==> config.mk <==
export PLATFORM = sky130hd
export DESIGN_NAME = bhi_top
export DESIGN_NICKNAME = d
export VERILOG_FILES = /design/src/core/bhi_pkg.sv /design/src/core/bhi_top.sv /design/src/core/bhi_edge_detect.sv /design/src/core/bhi_phase_gen.sv
export SDC_FILE = /design/constraint.sdc
export NUM_CORES = 1
export LEC_CHECK = 0
export ABC_AREA = 1
export BUFFER_PORTS_ARGS = -buffer_cell sky130_fd_sc_hd__buf_4
export CORE_AREA = 5 5 77 79
export CTS_CLUSTER_SIZE = 20
export DETAILED_ROUTE_END_ITERATION = 7
export DIE_AREA = 0 0 82 84
export HOLD_SLACK_MARGIN = 0.02
export SLEW_MARGIN = 10
export SYNTH_ARGS = -nofsm -noshare
export SYNTH_HDL_FRONTEND = slang
export SYNTH_SLANG_ARGS = --single-unit
==> constraint.sdc <==
create_clock -name clk -period 1.4 [get_ports clk]
set_input_delay 0.28 -clock clk [delete_from_list [all_inputs] [get_ports clk]]
set_output_delay 0.28 -clock clk [all_outputs]
set_load 0.05 [all_outputs]
==> src/core/bhi_pkg.sv <==
package bhi_pkg;

	// Clock and state time
	localparam int CLK_PERIOD_PS = 5000;
	localparam int STATE_TIME_NS = 10;
	localparam int STATE_CYCLES = (STATE_TIME_NS * 1000 + CLK_PERIOD_PS - 1) / CLK_PERIOD_PS;

	// Window selection register bit that enables bus hold
	localparam int WSR_HOLD_EN_BIT = 7;

	// Nonmaskable vector location
	localparam logic [15:0] NMI_VECTOR_ADDR = 16'h203E;

	// Reset values
	localparam logic HOLD_ACK_N_RST = 1'b1;
	localparam logic IRQ_NEED_N_RST = 1'b1;
	localparam logic BUS_WANT_N_RST = 1'b1;
	localparam logic FETCH_FLAG_RST = 1'b0;

	// Power modes
	typedef enum logic [1:0] {
		BHI_PM_RUN,
		BHI_PM_IDLE,
		BHI_PM_PDOWN
	} bhi_pm_e;

	// Hold handshake states
	typedef enum logic [1:0] {
		BHI_HS_OWN,
		BHI_HS_GRANTING,
		BHI_HS_HELD,
		BHI_HS_RETURNING
	} bhi_hs_e;

	// Bus cycle description from the bus controller
	typedef struct packed {
		logic active;
		logic external;
		logic is_fetch;
	} bhi_cycle_s;

	// Interrupt events toward the core
	typedef struct packed {
		logic ext_pend;
		logic nmi_vector;
		logic wake;
		logic run_isr;
	} bhi_irq_s;

endpackage

==> src/core/bhi_top.sv <==
// Summary of operation
// RULE1 - Rising external interrupt edge sets pending flag; code drops edges in idle with ext_irq_enable low
// RULE2 - Interrupt pin sampled in phase two
// RULE3 - Idle wake on enabled external edge, run handler
// RULE4 - Powerdown wake on external; handler only if enabled
// RULE5 - Outside master requests bus by low hold request
// RULE6 - Hold honoured only if pin special and enabled
// RULE7 - Low hold acknowledge means bus released
// RULE8 - Fetch flag high whole external fetch cycle
// RULE9 - Fetch flag low for external data accesses
// RULE10 - Fetch flag low for internal fetches
// RULE11 - Low interrupt-needs-bus reports pending interrupt
// RULE12 - Held: report interrupt only when running internally
// RULE13 - Need external while held: want bus, report later
// RULE14 - Interrupt during grant: report until request released
// RULE15 - Nonmaskable edge vectors through fixed location
// RULE16 - Nonmaskable input held beyond one state time
// RULE17 - Idle wake on nonmaskable edge, run handler
// RULE18 - Powerdown ignores nonmaskable edges
// RULE19 - Bus want asserted with or after acknowledge
// RULE20 - Acknowledge dropped before bus is driven again
`timescale 1ns/1ps
module bhi_top (
	// Clock and reset
	input wire logic clk,
	input wire logic resetn,
	// Configuration
	input wire logic [7:0] wsr,
	input wire logic hold_pin_special,
	input wire logic ext_irq_enable,
	// Power mode entry requests
	input wire logic enter_idle,
	input wire logic enter_pdown,
	// Bus controller
	input wire bhi_pkg::bhi_cycle_s cycle,
	input wire logic bus_idle,
	input wire logic ext_cycle_pending,
	input wire logic exec_internal,
	input wire logic irq_request,
	input wire logic irq_taken,
	// Pins in
	input wire logic ext_irq_in,
	input wire logic nmi_in,
	input wire logic hold_req_n,
	// Pins out
	output logic phase_clock_out,
	output logic hold_ack_n,
	output logic bus_want_n,
	output logic irq_bus_need_n,
	output logic instr_fetch_flag,
	output logic bus_drive_en,
	// Core events
	output bhi_pkg::bhi_irq_s irq_ev,
	output logic [15:0] nmi_vector_addr,
	output logic ext_irq_pending,
	output bhi_pkg::bhi_pm_e power_mode
);
	////////////////////////////////////////////////////////////////
	// Shared decodes
	// Bus given away to the outside master
	function automatic logic is_held(input bhi_pkg::bhi_hs_e s);
		return s == bhi_pkg::BHI_HS_HELD;
	endfunction

	// Power mode compare, used by wake and event logic
	function automatic logic in_mode(input bhi_pkg::bhi_pm_e s, input bhi_pkg::bhi_pm_e m);
		return s == m;
	endfunction

	////////////////////////////////////////////////////////////////
	// Phase clock and pin edges
	logic phase_high;
	logic phase2_en;
	logic ext_rise;
	logic nmi_rise;

	bhi_phase_gen #(
		.STATE_CYCLES(bhi_pkg::STATE_CYCLES)
	) u_phase (
		.clk(clk),
		.resetn(resetn),
		.phase_high(phase_high),
		.phase2_en(phase2_en)
	);

	bhi_edge_detect u_ext_edge (
		.clk(clk),
		.resetn(resetn),
		.sample_en(phase2_en), // [RULE2]
		.pin(ext_irq_in),
		.rise(ext_rise)
	);

	bhi_edge_detect u_nmi_edge (
		.clk(clk),
		.resetn(resetn),
		.sample_en(phase2_en), // [RULE16]
		.pin(nmi_in),
		.rise(nmi_rise)
	);

	always_ff @(posedge clk) begin
		if (!resetn) begin
			phase_clock_out <= 1'b0;
		end else begin
			phase_clock_out <= phase_high;
		end
	end

	////////////////////////////////////////////////////////////////
	// Power modes
	bhi_pkg::bhi_pm_e pm_reg;
	logic wake_ext;
	logic wake_nmi;

	assign wake_ext = (in_mode(pm_reg, bhi_pkg::BHI_PM_IDLE)
		&& ext_rise && ext_irq_enable) // [RULE3]
		|| (in_mode(pm_reg, bhi_pkg::BHI_PM_PDOWN) && ext_rise); // [RULE4]
	assign wake_nmi = in_mode(pm_reg, bhi_pkg::BHI_PM_IDLE) && nmi_rise; // [RULE17] [RULE18]

	always_ff @(posedge clk) begin
		if (!resetn) begin
			pm_reg <= bhi_pkg::BHI_PM_RUN;
		end else begin
			case (pm_reg)
				bhi_pkg::BHI_PM_RUN: begin
					if (enter_pdown) begin
						pm_reg <= bhi_pkg::BHI_PM_PDOWN;
					end else if (enter_idle) begin
						pm_reg <= bhi_pkg::BHI_PM_IDLE;
					end
				end
				bhi_pkg::BHI_PM_IDLE: begin
					if (wake_ext || wake_nmi) begin
						pm_reg <= bhi_pkg::BHI_PM_RUN;
					end
				end
				bhi_pkg::BHI_PM_PDOWN: begin
					if (wake_ext) begin
						pm_reg <= bhi_pkg::BHI_PM_RUN;
					end
				end
				default: begin
					pm_reg <= bhi_pkg::BHI_PM_RUN;
				end
			endcase
		end
	end

	always_ff @(posedge clk) begin
		if (!resetn) begin
			power_mode <= bhi_pkg::BHI_PM_RUN;
		end else begin
			power_mode <= pm_reg;
		end
	end

	////////////////////////////////////////////////////////////////
	// Interrupt events
	logic ext_pend_reg;
	logic ext_edge_any;

	// Edge in run, and any edge accepted as a wake, latch pending
	assign ext_edge_any = ext_rise && (in_mode(pm_reg, bhi_pkg::BHI_PM_RUN) || wake_ext);

	// Set wins over clear so an edge in the clearing cycle is kept
	always_ff @(posedge clk) begin
		if (!resetn) begin
			ext_pend_reg <= 1'b0;
		end else if (ext_edge_any) begin
			ext_pend_reg <= 1'b1; // [RULE1]
		end else if (irq_taken) begin
			ext_pend_reg <= 1'b0;
		end
	end

	always_ff @(posedge clk) begin
		if (!resetn) begin
			ext_irq_pending <= 1'b0;
		end else begin
			ext_irq_pending <= ext_pend_reg || ext_edge_any;
		end
	end

	always_ff @(posedge clk) begin
		if (!resetn) begin
			irq_ev <= '0;
			nmi_vector_addr <= 16'h0000;
		end else begin
			irq_ev.ext_pend <= ext_edge_any;
			// Nonmaskable vector in run or on idle wake
			irq_ev.nmi_vector <= nmi_rise && !in_mode(pm_reg, bhi_pkg::BHI_PM_PDOWN); // [RULE15]
			irq_ev.wake <= wake_ext || wake_nmi;
			// Handler runs first unless powerdown exit with interrupt disabled
			irq_ev.run_isr <= wake_nmi || (wake_ext && ext_irq_enable); // [RULE3] [RULE4]
			nmi_vector_addr <= bhi_pkg::NMI_VECTOR_ADDR; // [RULE15]
		end
	end

	////////////////////////////////////////////////////////////////
	// Bus hold handshake
	bhi_pkg::bhi_hs_e hs_reg;
	logic hold_req;
	logic hold_enabled;

	// Pin in special function and protocol switched on
	assign hold_enabled = hold_pin_special && wsr[bhi_pkg::WSR_HOLD_EN_BIT]; // [RULE6]
	// Dropping the enable in mid-hold acts as a release
	assign hold_req = !hold_req_n && hold_enabled; // [RULE5] [RULE6]

	always_ff @(posedge clk) begin
		if (!resetn) begin
			hs_reg <= bhi_pkg::BHI_HS_OWN;
		end else begin
			case (hs_reg)
				bhi_pkg::BHI_HS_OWN: begin
					if (hold_req) begin
						hs_reg <= bhi_pkg::BHI_HS_GRANTING;
					end
				end
				bhi_pkg::BHI_HS_GRANTING: begin
					// Grant at the end of the current bus cycle
					if (!hold_req) begin
						hs_reg <= bhi_pkg::BHI_HS_OWN;
					end else if (bus_idle) begin
						hs_reg <= bhi_pkg::BHI_HS_HELD;
					end
				end
				bhi_pkg::BHI_HS_HELD: begin
					if (!hold_req) begin
						hs_reg <= bhi_pkg::BHI_HS_RETURNING;
					end
				end
				bhi_pkg::BHI_HS_RETURNING: begin
					hs_reg <= bhi_pkg::BHI_HS_OWN;
				end
				default: begin
					hs_reg <= bhi_pkg::BHI_HS_OWN;
				end
			endcase
		end
	end

	always_ff @(posedge clk) begin
		if (!resetn) begin
			hold_ack_n <= bhi_pkg::HOLD_ACK_N_RST;
		end else begin
			hold_ack_n <= !(is_held(hs_reg) && hold_req); // [RULE7]
		end
	end

	// Bus driven only two cycles after acknowledge has gone high
	always_ff @(posedge clk) begin
		if (!resetn) begin
			bus_drive_en <= 1'b1;
		end else begin
			bus_drive_en <= hs_reg == bhi_pkg::BHI_HS_OWN && hold_ack_n; // [RULE20]
		end
	end

	logic want_next;

	// Low from the first pending external cycle until the request goes
	always_comb begin
		want_next = bus_want_n;
		if (!hold_req) begin
			want_next = 1'b1; // [RULE19]
		end else if (is_held(hs_reg) && ext_cycle_pending) begin
			want_next = 1'b0; // [RULE13] [RULE19]
		end
	end

	always_ff @(posedge clk) begin
		if (!resetn) begin
			bus_want_n <= bhi_pkg::BUS_WANT_N_RST;
		end else begin
			bus_want_n <= want_next;
		end
	end

	////////////////////////////////////////////////////////////////
	// Interrupt needs bus
	logic deferred_reg;
	logic grant_irq_reg;
	logic need_next;

	always_ff @(posedge clk) begin
		if (!resetn) begin
			grant_irq_reg <= 1'b0;
		end else if (hs_reg == bhi_pkg::BHI_HS_GRANTING && irq_request) begin
			grant_irq_reg <= 1'b1; // [RULE14]
		end else if (!hold_req) begin
			grant_irq_reg <= 1'b0;
		end
	end

	// Request during hold while running externally waits for release
	always_ff @(posedge clk) begin
		if (!resetn) begin
			deferred_reg <= 1'b0;
		end else if (is_held(hs_reg) && irq_request && !exec_internal) begin
			deferred_reg <= 1'b1; // [RULE13]
		end else if (hs_reg == bhi_pkg::BHI_HS_OWN || irq_taken) begin
			deferred_reg <= 1'b0;
		end
	end

	// Any of the three reasons pulls the pin low
	always_comb begin
		need_next = 1'b0;
		if (grant_irq_reg) begin
			need_next = 1'b1; // [RULE14]
		end
		if (is_held(hs_reg) && irq_request && exec_internal) begin
			need_next = 1'b1; // [RULE12]
		end
		if (deferred_reg && !hold_req) begin
			need_next = 1'b1; // [RULE11] [RULE13]
		end
	end

	always_ff @(posedge clk) begin
		if (!resetn) begin
			irq_bus_need_n <= bhi_pkg::IRQ_NEED_N_RST;
		end else begin
			irq_bus_need_n <= !need_next; // [RULE11]
		end
	end

	////////////////////////////////////////////////////////////////
	// Instruction fetch flag
	always_ff @(posedge clk) begin
		if (!resetn) begin
			instr_fetch_flag <= bhi_pkg::FETCH_FLAG_RST;
		end else begin
			// Low for data, vectors, configuration reads and internal fetches
			instr_fetch_flag <= cycle.active && cycle.external && cycle.is_fetch; // [RULE8] [RULE9] [RULE10]
		end
	end
endmodule

==> src/core/bhi_edge_detect.sv <==
`timescale 1ns/1ps
module bhi_edge_detect (
	// Clock and reset
	input wire logic clk,
	input wire logic resetn,
	// Sampling strobe and pin
	input wire logic sample_en,
	input wire logic pin,
	// Rising edge seen at a sample
	output logic rise
);
	logic prev_reg;

	always_ff @(posedge clk) begin
		if (!resetn) begin
			prev_reg <= 1'b0;
		end else if (sample_en) begin
			prev_reg <= pin;
		end
	end

	assign rise = sample_en && pin && !prev_reg;
endmodule

==> src/core/bhi_phase_gen.sv <==
`timescale 1ns/1ps
module bhi_phase_gen #(
	parameter int STATE_CYCLES = bhi_pkg::STATE_CYCLES
) (
	// Clock and reset
	input wire logic clk,
	input wire logic resetn,
	// Phase clock level and phase 2 sample strobe
	output logic phase_high,
	output logic phase2_en
);
	logic [7:0] cnt_reg;
	logic [7:0] cnt_next;

	// Wrap at the end of each state time
	assign cnt_next = (cnt_reg == 8'(STATE_CYCLES - 1)) ? 8'h00 : cnt_reg + 8'h01;

	always_ff @(posedge clk) begin
		if (!resetn) begin
			cnt_reg <= 8'h00;
		end else begin
			cnt_reg <= cnt_next;
		end
	end

	// From the next count, so the registered pin copy is high in phase 2
	assign phase_high = cnt_next >= 8'(STATE_CYCLES / 2);
	assign phase2_en = cnt_reg == 8'(STATE_CYCLES - 1);
endmodule

Word-level counts from Yosys, hierarchy flattened
Cells that the tools add are included.

cells by class
  add/subtract/negate cells = 1
  reductions and logical operators = 44
  magnitude comparators = 1
  mux-type cells = 21
  equal/unequal tests = 13

operator list
  cell                   number
  $logic_and A1 B1 Y1    23
  $mux W2                8
  $mux W14               1
  $mux W1                9
  $add A8 B1 Y8 const B  1
  $eq A8 B1 Y1 const B   1
  $ge A8 B1 Y1 const B   1
  $logic_not A1 Y1       8
  $mux W8                1
  $pmux W2 S4            1
  $eq A2 B2 Y1 const B   3
  $logic_or A1 B1 Y1     6
  $ne A2 B2 Y1 const B   3
  $ne A3 B3 Y1 const B   2
  $pmux W2 S3            1
  $reduce_and A3 Y1      2
  $eq A2 B1 Y1 const B   2
  $logic_not A2 Y1       2
  $ne A2 B1 Y1 const B   2
  $reduce_bool A2 Y1     2
  $reduce_and A2 Y1      1

word-level totals
  input port bits = 25
  logic and storage cells = 101
  flip-flop bits (word level) = 46
  output and inout port bits = 29

Logic depth before layout (Yosys ltp)
Gate-level depths: netlist (run 1).

  depth in word-level cells = 9
  gate-level depth with buffers = 10
  mapped depth without buffers = 10

Modules after synthesis
From an unflattened synthesis (run 1), not the netlist that was laid out.

unflattened totals
  cells, all modules = 195
  area, all modules = 1,440.1 sq um

by module, submodules not included
  module           seq. area each (sq um)  area each (sq um)  cells an instance  times used
  bhi_top          420.4                   903.4              117                1
  bhi_phase_gen    160.2                   441.7              64                 1
  bhi_edge_detect  20.0                    47.5               7                  2

Worst setup path before layout (run 1)
No wires, ideal clock.

  kind = reg-to-reg
  start = register u_phase.cnt_reg[0]
  end = register ext_pend_reg
  period minus slack after synthesis = 1.298 ns
  arrival = 1.231 ns
  stages on the path, launching flop included = 9
  path slack = 0.102 ns
  path buffers = 0
  library setup time = 0.067 ns
  required time = 1.333 ns
  path through = dfxtp_1 -> ha_1 -> nand2_2 -> nor2_4 -> nand3_2 -> or2_1 -> nor2_2 -> inv_2 -> o21ai_2

on the way
  cells in the longest elaborated chain, start to end = 9
  elaborated cells on any way between the ends = 11
  classes of those cells = eq/ne (1); mux (1); reduce/logical (9)

ends and longest elaborated chain
  item                                                  line                   text
  start, declared                                       bhi_phase_gen.sv:12    logic [7:0] cnt_reg;
  start signal, assigned                                bhi_phase_gen.sv:22    cnt_reg <= cnt_next;
  $eq A8 B1 Y1 (*)                                      bhi_phase_gen.sv:28    assign phase2_en = cnt_reg == 8'(STATE_CYCLES - 1);
  $logic_and A1 B1 Y1 (*) (2 in a row)                  bhi_edge_detect.sv:22  assign rise = sample_en && pin && !prev_reg;
  $logic_and A1 B1 Y1 (2 in a row)                      bhi_top.sv:117         && ext_rise && ext_irq_enable)
  $logic_or A1 B1 Y1                                    bhi_top.sv:118         || (in_mode(pm_reg, bhi_pkg::BHI_PM_PDOWN) && ext_rise);
  $logic_or A1 B1 Y1                                    bhi_top.sv:164         assign ext_edge_any = ext_rise && (in_mode(pm_reg, bhi_pkg::BHI_PM_RUN) || wake_ext);
  $logic_and A1 B1 Y1 (*)                               bhi_top.sv:164
  $mux W1 / $reduce_bool A2 Y1 (equally long branches)  n/a
  end signal, assigned                                  bhi_top.sv:169         ext_pend_reg <= 1'b0;
  end signal, assigned                                  bhi_top.sv:171         ext_pend_reg <= 1'b1;
  end signal, assigned                                  bhi_top.sv:173         ext_pend_reg <= 1'b0;
  end, declared                                         bhi_top.sv:160         logic ext_pend_reg;

Every way passes the cells marked *; elsewhere a longest branch is shown, timed or not.
A chain may end at the register's enable or synchronous reset.

Worst setup path after layout (run 1)
  start = register u_phase.cnt_reg[0]
  end = register phase_clock_out

on the way
  cells in the longest elaborated chain, start to end = 3
  elaborated cells on any way between the ends = 4
  classes of those cells = add/sub (1); order compare (1); eq/ne (1); mux (1)

ends and longest elaborated chain
  item                                                  line                 text
  $add A8 B1 Y8 / $eq A8 B1 Y1 (equally long branches)  bhi_phase_gen.sv:16  assign cnt_next = (cnt_reg == 8'(STATE_CYCLES - 1)) ? 8'h00 : cnt_reg + 8'h01;
  $mux W8 (*)                                           bhi_phase_gen.sv:16
  $ge A8 B1 Y1 (*)                                      bhi_phase_gen.sv:27  assign phase_high = cnt_next >= 8'(STATE_CYCLES / 2);
  end signal, assigned                                  bhi_top.sv:106       phase_clock_out <= phase_high;
  end, declared                                         bhi_top.sv:46        output logic phase_clock_out,

Marked as above.

==> impl_metrics.json, run 1 <==
{
  "status": "completed",
  "core_area_um2": 5270,
  "r2r-end": "phase_clock_out",
  "worstPathMaxFanout": 4,
  "antenna_cells": 0,
  "rsz0062_at_grt": "true",
  "largest_reg_flops": 8,
  "numCtsBuffers": 5,
  "grt_pass1_wl_mm": 4.892,
  "die_w_um": 82,
  "power.leakage_nw": 0.9273,
  "path_class": "flop to flop",
  "hold_start": "irq_taken",
  "vias": 1183,
  "placedCellCount": 286,
  "setup_violations": 0,
  "worst_r2r_path_depth": 8,
  "synth_top_area_cell": "dfxtp_1",
  "drc": 0,
  "cts.path.max_buffers": 2,
  "drv_cap": 0,
  "fin_crit_ps": 1348,
  "end_kind": "flop",
  "h-tree-depth": 2,
  "placed_cell_area_um2": 1707,
  "place_ws_ps": -31.83,
  "ys_seq_area_frac": 0.4497,
  "min_path_type": "primary input to flop",
  "gp_congestion": 0.7934,
  "layout_commonest_cell": "buf_4",
  "synth_top_area_frac": 0.4497,
  "clock_latency_ps": 280,
  "syn_inst": 178,
  "grt_pass1_vias": 1182,
  "synth.distinct_cells": 28,
  "grt_max_degree": 16,
  "finalInstanceArea_um2": 1904,
  "finalHoldViolCount": 0,
  "period_share": 0.9628,
  "antenna_found_initial": 0,
  "avgViaCountPerCell": 3.997,
  "postRouteAntennaNets": 0,
  "synth_warnings": 0,
  "fin_ws_ps": 52.10,
  "layout-drive-gt1-share": 0.3616,
  "tns_ps": 0,
  "cts.hold.buffers_added": 0,
  "clkTransAtPathRegs_ps": 70,
  "dieArea_um2": 6888,
  "reg2reg_from": "u_phase.cnt_reg[0]",
  "hpwl_mm": 2.138,
  "avgSynthCellArea_um2": 7.753,
  "rows": 27,
  "whs_ps": 194.9,
  "fin_skew_ps": 5.525,
  "post_drt_wl_per_cell_um": 9.787,
  "drtIter0Drc": 66,
  "track_usage": 0.09190,
  "min_to": "ext_pend_reg",
  "die_y_um": 84,
  "layout_common_cells": "buf_4 (46), nand2_1 (31), dfxtp_1 (26), inv_1 (23), nor2_1 (20)",
  "powerDensity_nw_per_um2": 1193,
  "ir_worst_vdd_uv": 494.0,
  "port_buffers": 36,
  "cts_root_buffer": "clkbuf_8",
  "totalPowerFinal_mw": 2.272,
  "arrival_ps": 1530,
  "area_growth_pct": 37.99,
  "cts_sinks": 31,
  "mappedNetlistArea_um2": 1380,
  "hold_depth": 2,
  "drv_slew": 0,
  "fin_util": 0.3613,
  "io_pins": 54,
  "drt_pre_antenna_iters": 4,
  "overflow": 0,
  "fmax_ghz": 0.7419,
  "final_cell_count_no_fill": 296,
  "cts_tree": "built",
  "finalWirelength_mm": 2.897,
  "regToRegSetupSlack_ps": 50,
  "worst-endpoint-required_ps": 1580,
  "start_util": 0.2619,
  "netlist_top_cells_area": "dfxtp_1 (45%), nand2_1 (8.7%), buf_4 (8.2%), inv_1 (6.5%), nor2_1 (5.7%)",
  "final_nets": 250,
  "startpoint_type": "flop",
  "ys_seq_elements": 31
}
cell type report:
cell class / count / area [um2]
multi-input combinational: 114 / 645.6
sequential: 31 / 629.4
timing repair buffer: 46 / 345.3
fill: 585 / 3366
clock buffer: 8 / 100.1
inverter: 25 / 93.84
tap: 72 / 90.09
cell families (layout without fill, tap and decap cells):
logic type	after synthesis	after routing	synth area share
other cells	1	10	0.002717
simple gates	84	84	0.2811
buf+inv	42	79	0.1605
xor+xnor	3	3	0.01904
flops	31	31	0.4497
compound gates	15	15	0.06891
fa+ha+maj	2	2	0.01813
cells in the mapped netlist:
master    number
nor2_1        21
nor3b_1        1
conb_1         1
or2_1          1
a21o_1         1
inv_1         24
nand2_1       32
nand3b_1       1
ha_1           2
a21oi_1        8
nand2_2        3
o21ai_2        1
nor3_1         2
nor2_2         3
inv_2          1
a32o_1         2
dfxtp_1       31
nand3_2        1
xor2_1         2
nor2_4         2
nand4_1        2
buf_4         15
o21ai_0        2
a31o_2         1
nand3_1       15
clkbuf_1       1
buf_6          1
xnor2_1        1
repair_timing:
| action | 4_1_cts | 5_1_grt |
|---|---|---|
| gates resized for setup | 2 | 19 |
| pin swaps | 0 | 9 |
| buffers inserted | 0 | 2 |
| endpoints found under the setup margin | 5 | 6 |
where the power goes:
part           internal, mW  switching, mW
Sequential            0.939         0.0420
Clock                 0.448          0.318
Combinational         0.189          0.336
Total                  1.58          0.696
worst max-delay path by stage:
stage                             startpoint         endpoint  cells after the start
after floorplan           u_phase.cnt_reg[0]     ext_pend_reg                      8
after global placement    u_phase.cnt_reg[0]  phase_clock_out                      8
after detailed placement  u_phase.cnt_reg[0]  phase_clock_out                      8
after CTS                 u_phase.cnt_reg[1]  phase_clock_out                      8
after global routing      u_phase.cnt_reg[1]     ext_pend_reg                      9
final                     u_phase.cnt_reg[0]  phase_clock_out                      8
worst max-delay path: stages, from the launching register on:
cell and delay [ps]:
dfxtp_4 390, ha_4 150, nand2_2 70, nor2_4 160
nand3_2 100, xor2_2 160, nand3_1 100, nand2_1 70
nand2_1 50
metal layers:
metal  GRT usage  up-vias  wire (um)
li1            -      618          -
met1      0.1044      510       1278
met2      0.1499       48       1319
met3     0.03132        7        247
met4     0.04532        0         51
met5           0        -          0
(Power assumes the default switching activity.)
==> run 2, diff against run 1 <==
- clock period: 1.4 -> 1.15 ns (I/O delays scaled with it)
==> impl_metrics.json, run 2 (synthesis gave the netlist of run 1 again) <==
{
  "status": "finished, violations left",
  "violations": "setup timing",
  "reg2reg_from": "u_phase.cnt_reg[1]",
  "power.leakage_nw": 0.9840,
  "fin_util": 0.3799,
  "clkTransAtPathRegs_ps": 70,
  "crit_path_end": "ext_pend_reg",
  "cts_root_buffer": "clkbuf_8",
  "cts_sinks": 31,
  "crit_start": "u_phase.cnt_reg[1]",
  "layout-drive-gt1-share": 0.4153,
  "die_w_um": 82,
  "worst_r2r_path_depth": 9,
  "largest_reg_flops": 8,
  "grt_pass1_vias": 1257,
  "layout_common_cells": "buf_4 (58), nand2_1 (30), dfxtp_1 (28), inv_1 (22), nor2_1 (19)",
  "finalWirelength_mm": 3.056,
  "busiest_layer": "met2",
  "gp_congestion": 0.7872,
  "hpwl_mm": 2.319,
  "finalInstanceArea_um2": 2002,
  "io_pins": 54,
  "fin_crit_ps": 1337,
  "setup_violations": 13,
  "period_share": 1.163,
  "track_usage": 0.09767,
  "grt_max_degree": 11,
  "clock_latency_ps": 280,
  "vias": 1260,
  "worst-endpoint-required_ps": 1370,
  "port_buffers": 36,
  "arrival_ps": 1560,
  "post_drt_wl_per_cell_um": 9.922,
  "antenna_cells": 0,
  "antenna_found_initial": 0,
  "grt_util_met3": 0.02916,
  "use_met1": 0.1014,
  "postRouteAntennaNets": 0,
  "cts_tree": "built",
  "overflow": 0,
  "ir_worst_vdd_uv": 595.7,
  "finalHoldViolCount": 0,
  "final_nets": 262,
  "path_class": "flop to flop",
  "drtIter0Drc": 25,
  "rows": 27,
  "tns_ps": -1326,
  "end_kind": "flop",
  "start_util": 0.2619,
  "drc": 0,
  "startpoint_type": "flop",
  "powerDensity_nw_per_um2": 1329,
  "fmax_ghz": 0.7479,
  "avgViaCountPerCell": 4.091,
  "die_y_um": 84,
  "numCtsBuffers": 5,
  "drv_slew": 0,
  "cts.hold.buffers_added": 0,
  "drv_cap": 0,
  "core_area_um2": 5270,
  "cts.path.max_buffers": 2,
  "r2r-end": "ext_pend_reg",
  "worstPathMaxFanout": 5,
  "fin_ws_ps": -187.1,
  "regToRegSetupSlack_ps": -190,
  "area_growth_pct": 45.06,
  "min_path_type": "primary input to flop",
  "dieArea_um2": 6888,
  "layout_commonest_cell": "buf_4",
  "placed_cell_area_um2": 1807,
  "h-tree-depth": 2,
  "totalPowerFinal_mw": 2.661,
  "grt_pass1_wl_mm": 5.112,
  "rsz0062_at_grt": "true",
  "use_met2": 0.1587,
  "drt_pre_antenna_iters": 4,
  "fin_skew_ps": 5.619
}
==> run 2: changes by cell type in the layout (fill, tap and decap cells not counted), moves of 2 or more <==
| cell | change |
|---|---|
| dfxtp_1 | +2 |
| clkbuf_8 | -2 |
| clkinv_2 | +3 |
| dfxtp_2 | -3 |
| buf_4 | +12 |
==> run 2: layout make-up <==
cell class	count	area [um2]
Inverter	25	93.84
Clock inverter	3	15.01
Clock buffer	5	68.82
Timing Repair Buffer	58	435.4
Fill cell	576	3268
Multi-Input combinational cell	114	669.4
Sequential cell	31	629.4
Tap cell	72	90.09
==> run 2: worst min path at each step <==
stage	startpoint	end	slack [ps]	depth (start not counted)
5_1_grt	resetn	nmi_vector_addr[5]	110	1
3_3_place_gp	resetn	nmi_vector_addr[5]	400	1
3_5_place_dp	resetn	nmi_vector_addr[5]	410	1
6_report	resetn	nmi_vector_addr[5]	120	1
4_1_cts	resetn	nmi_vector_addr[5]	110	1
2_1_floorplan	resetn	nmi_vector_addr[5]	260	0
==> run 2: routing by layer <==
metal / routed length [um] / up-vias
met4: 107 / 0
met3: 183 / 8
li1: - / 641
met2: 1406 / 43
met5: 0 / -
met1: 1359 / 568
==> run 2: stage by stage <==
stage	instances	hold WS, ps	setup WS [ps]
after floorplan	187	257.7	-83.52
after global placement	298	401.2	-164.7
after detailed placement	298	406.0	-185.7
after CTS	307	110.0	-181.8
after global routing	308	111.7	-260.0
final	308	117.0	-187.1
==> run 2: power by group <==
group / leakage, nW / internal (mW) / total (mW) / switching (mW)
sequential: 0.254 / 1.14 / 1.19 / 0.0492
combinational: 0.683 / 0.243 / 0.658 / 0.415
clock: 0.0477 / 0.413 / 0.809 / 0.397
total: 0.984 / 1.80 / 2.66 / 0.861
==> run 2: worst max-delay path: stages, from the launching register on <==
cell and delay (ps):
dfxtp_4 360, inv_2 60, ha_4 130, nand2_4 50
nor2_4 130, nand3_2 100, or2_1 230, nor2_2 110
inv_2 60, o21ai_2 40
==> run 2: repair_timing <==
action                                  in CTS  in global routing
pin swaps                                    4                  3
resized for setup                           13                  9
buffers inserted                             1                  1
endpoints found under the setup margin      15                 18
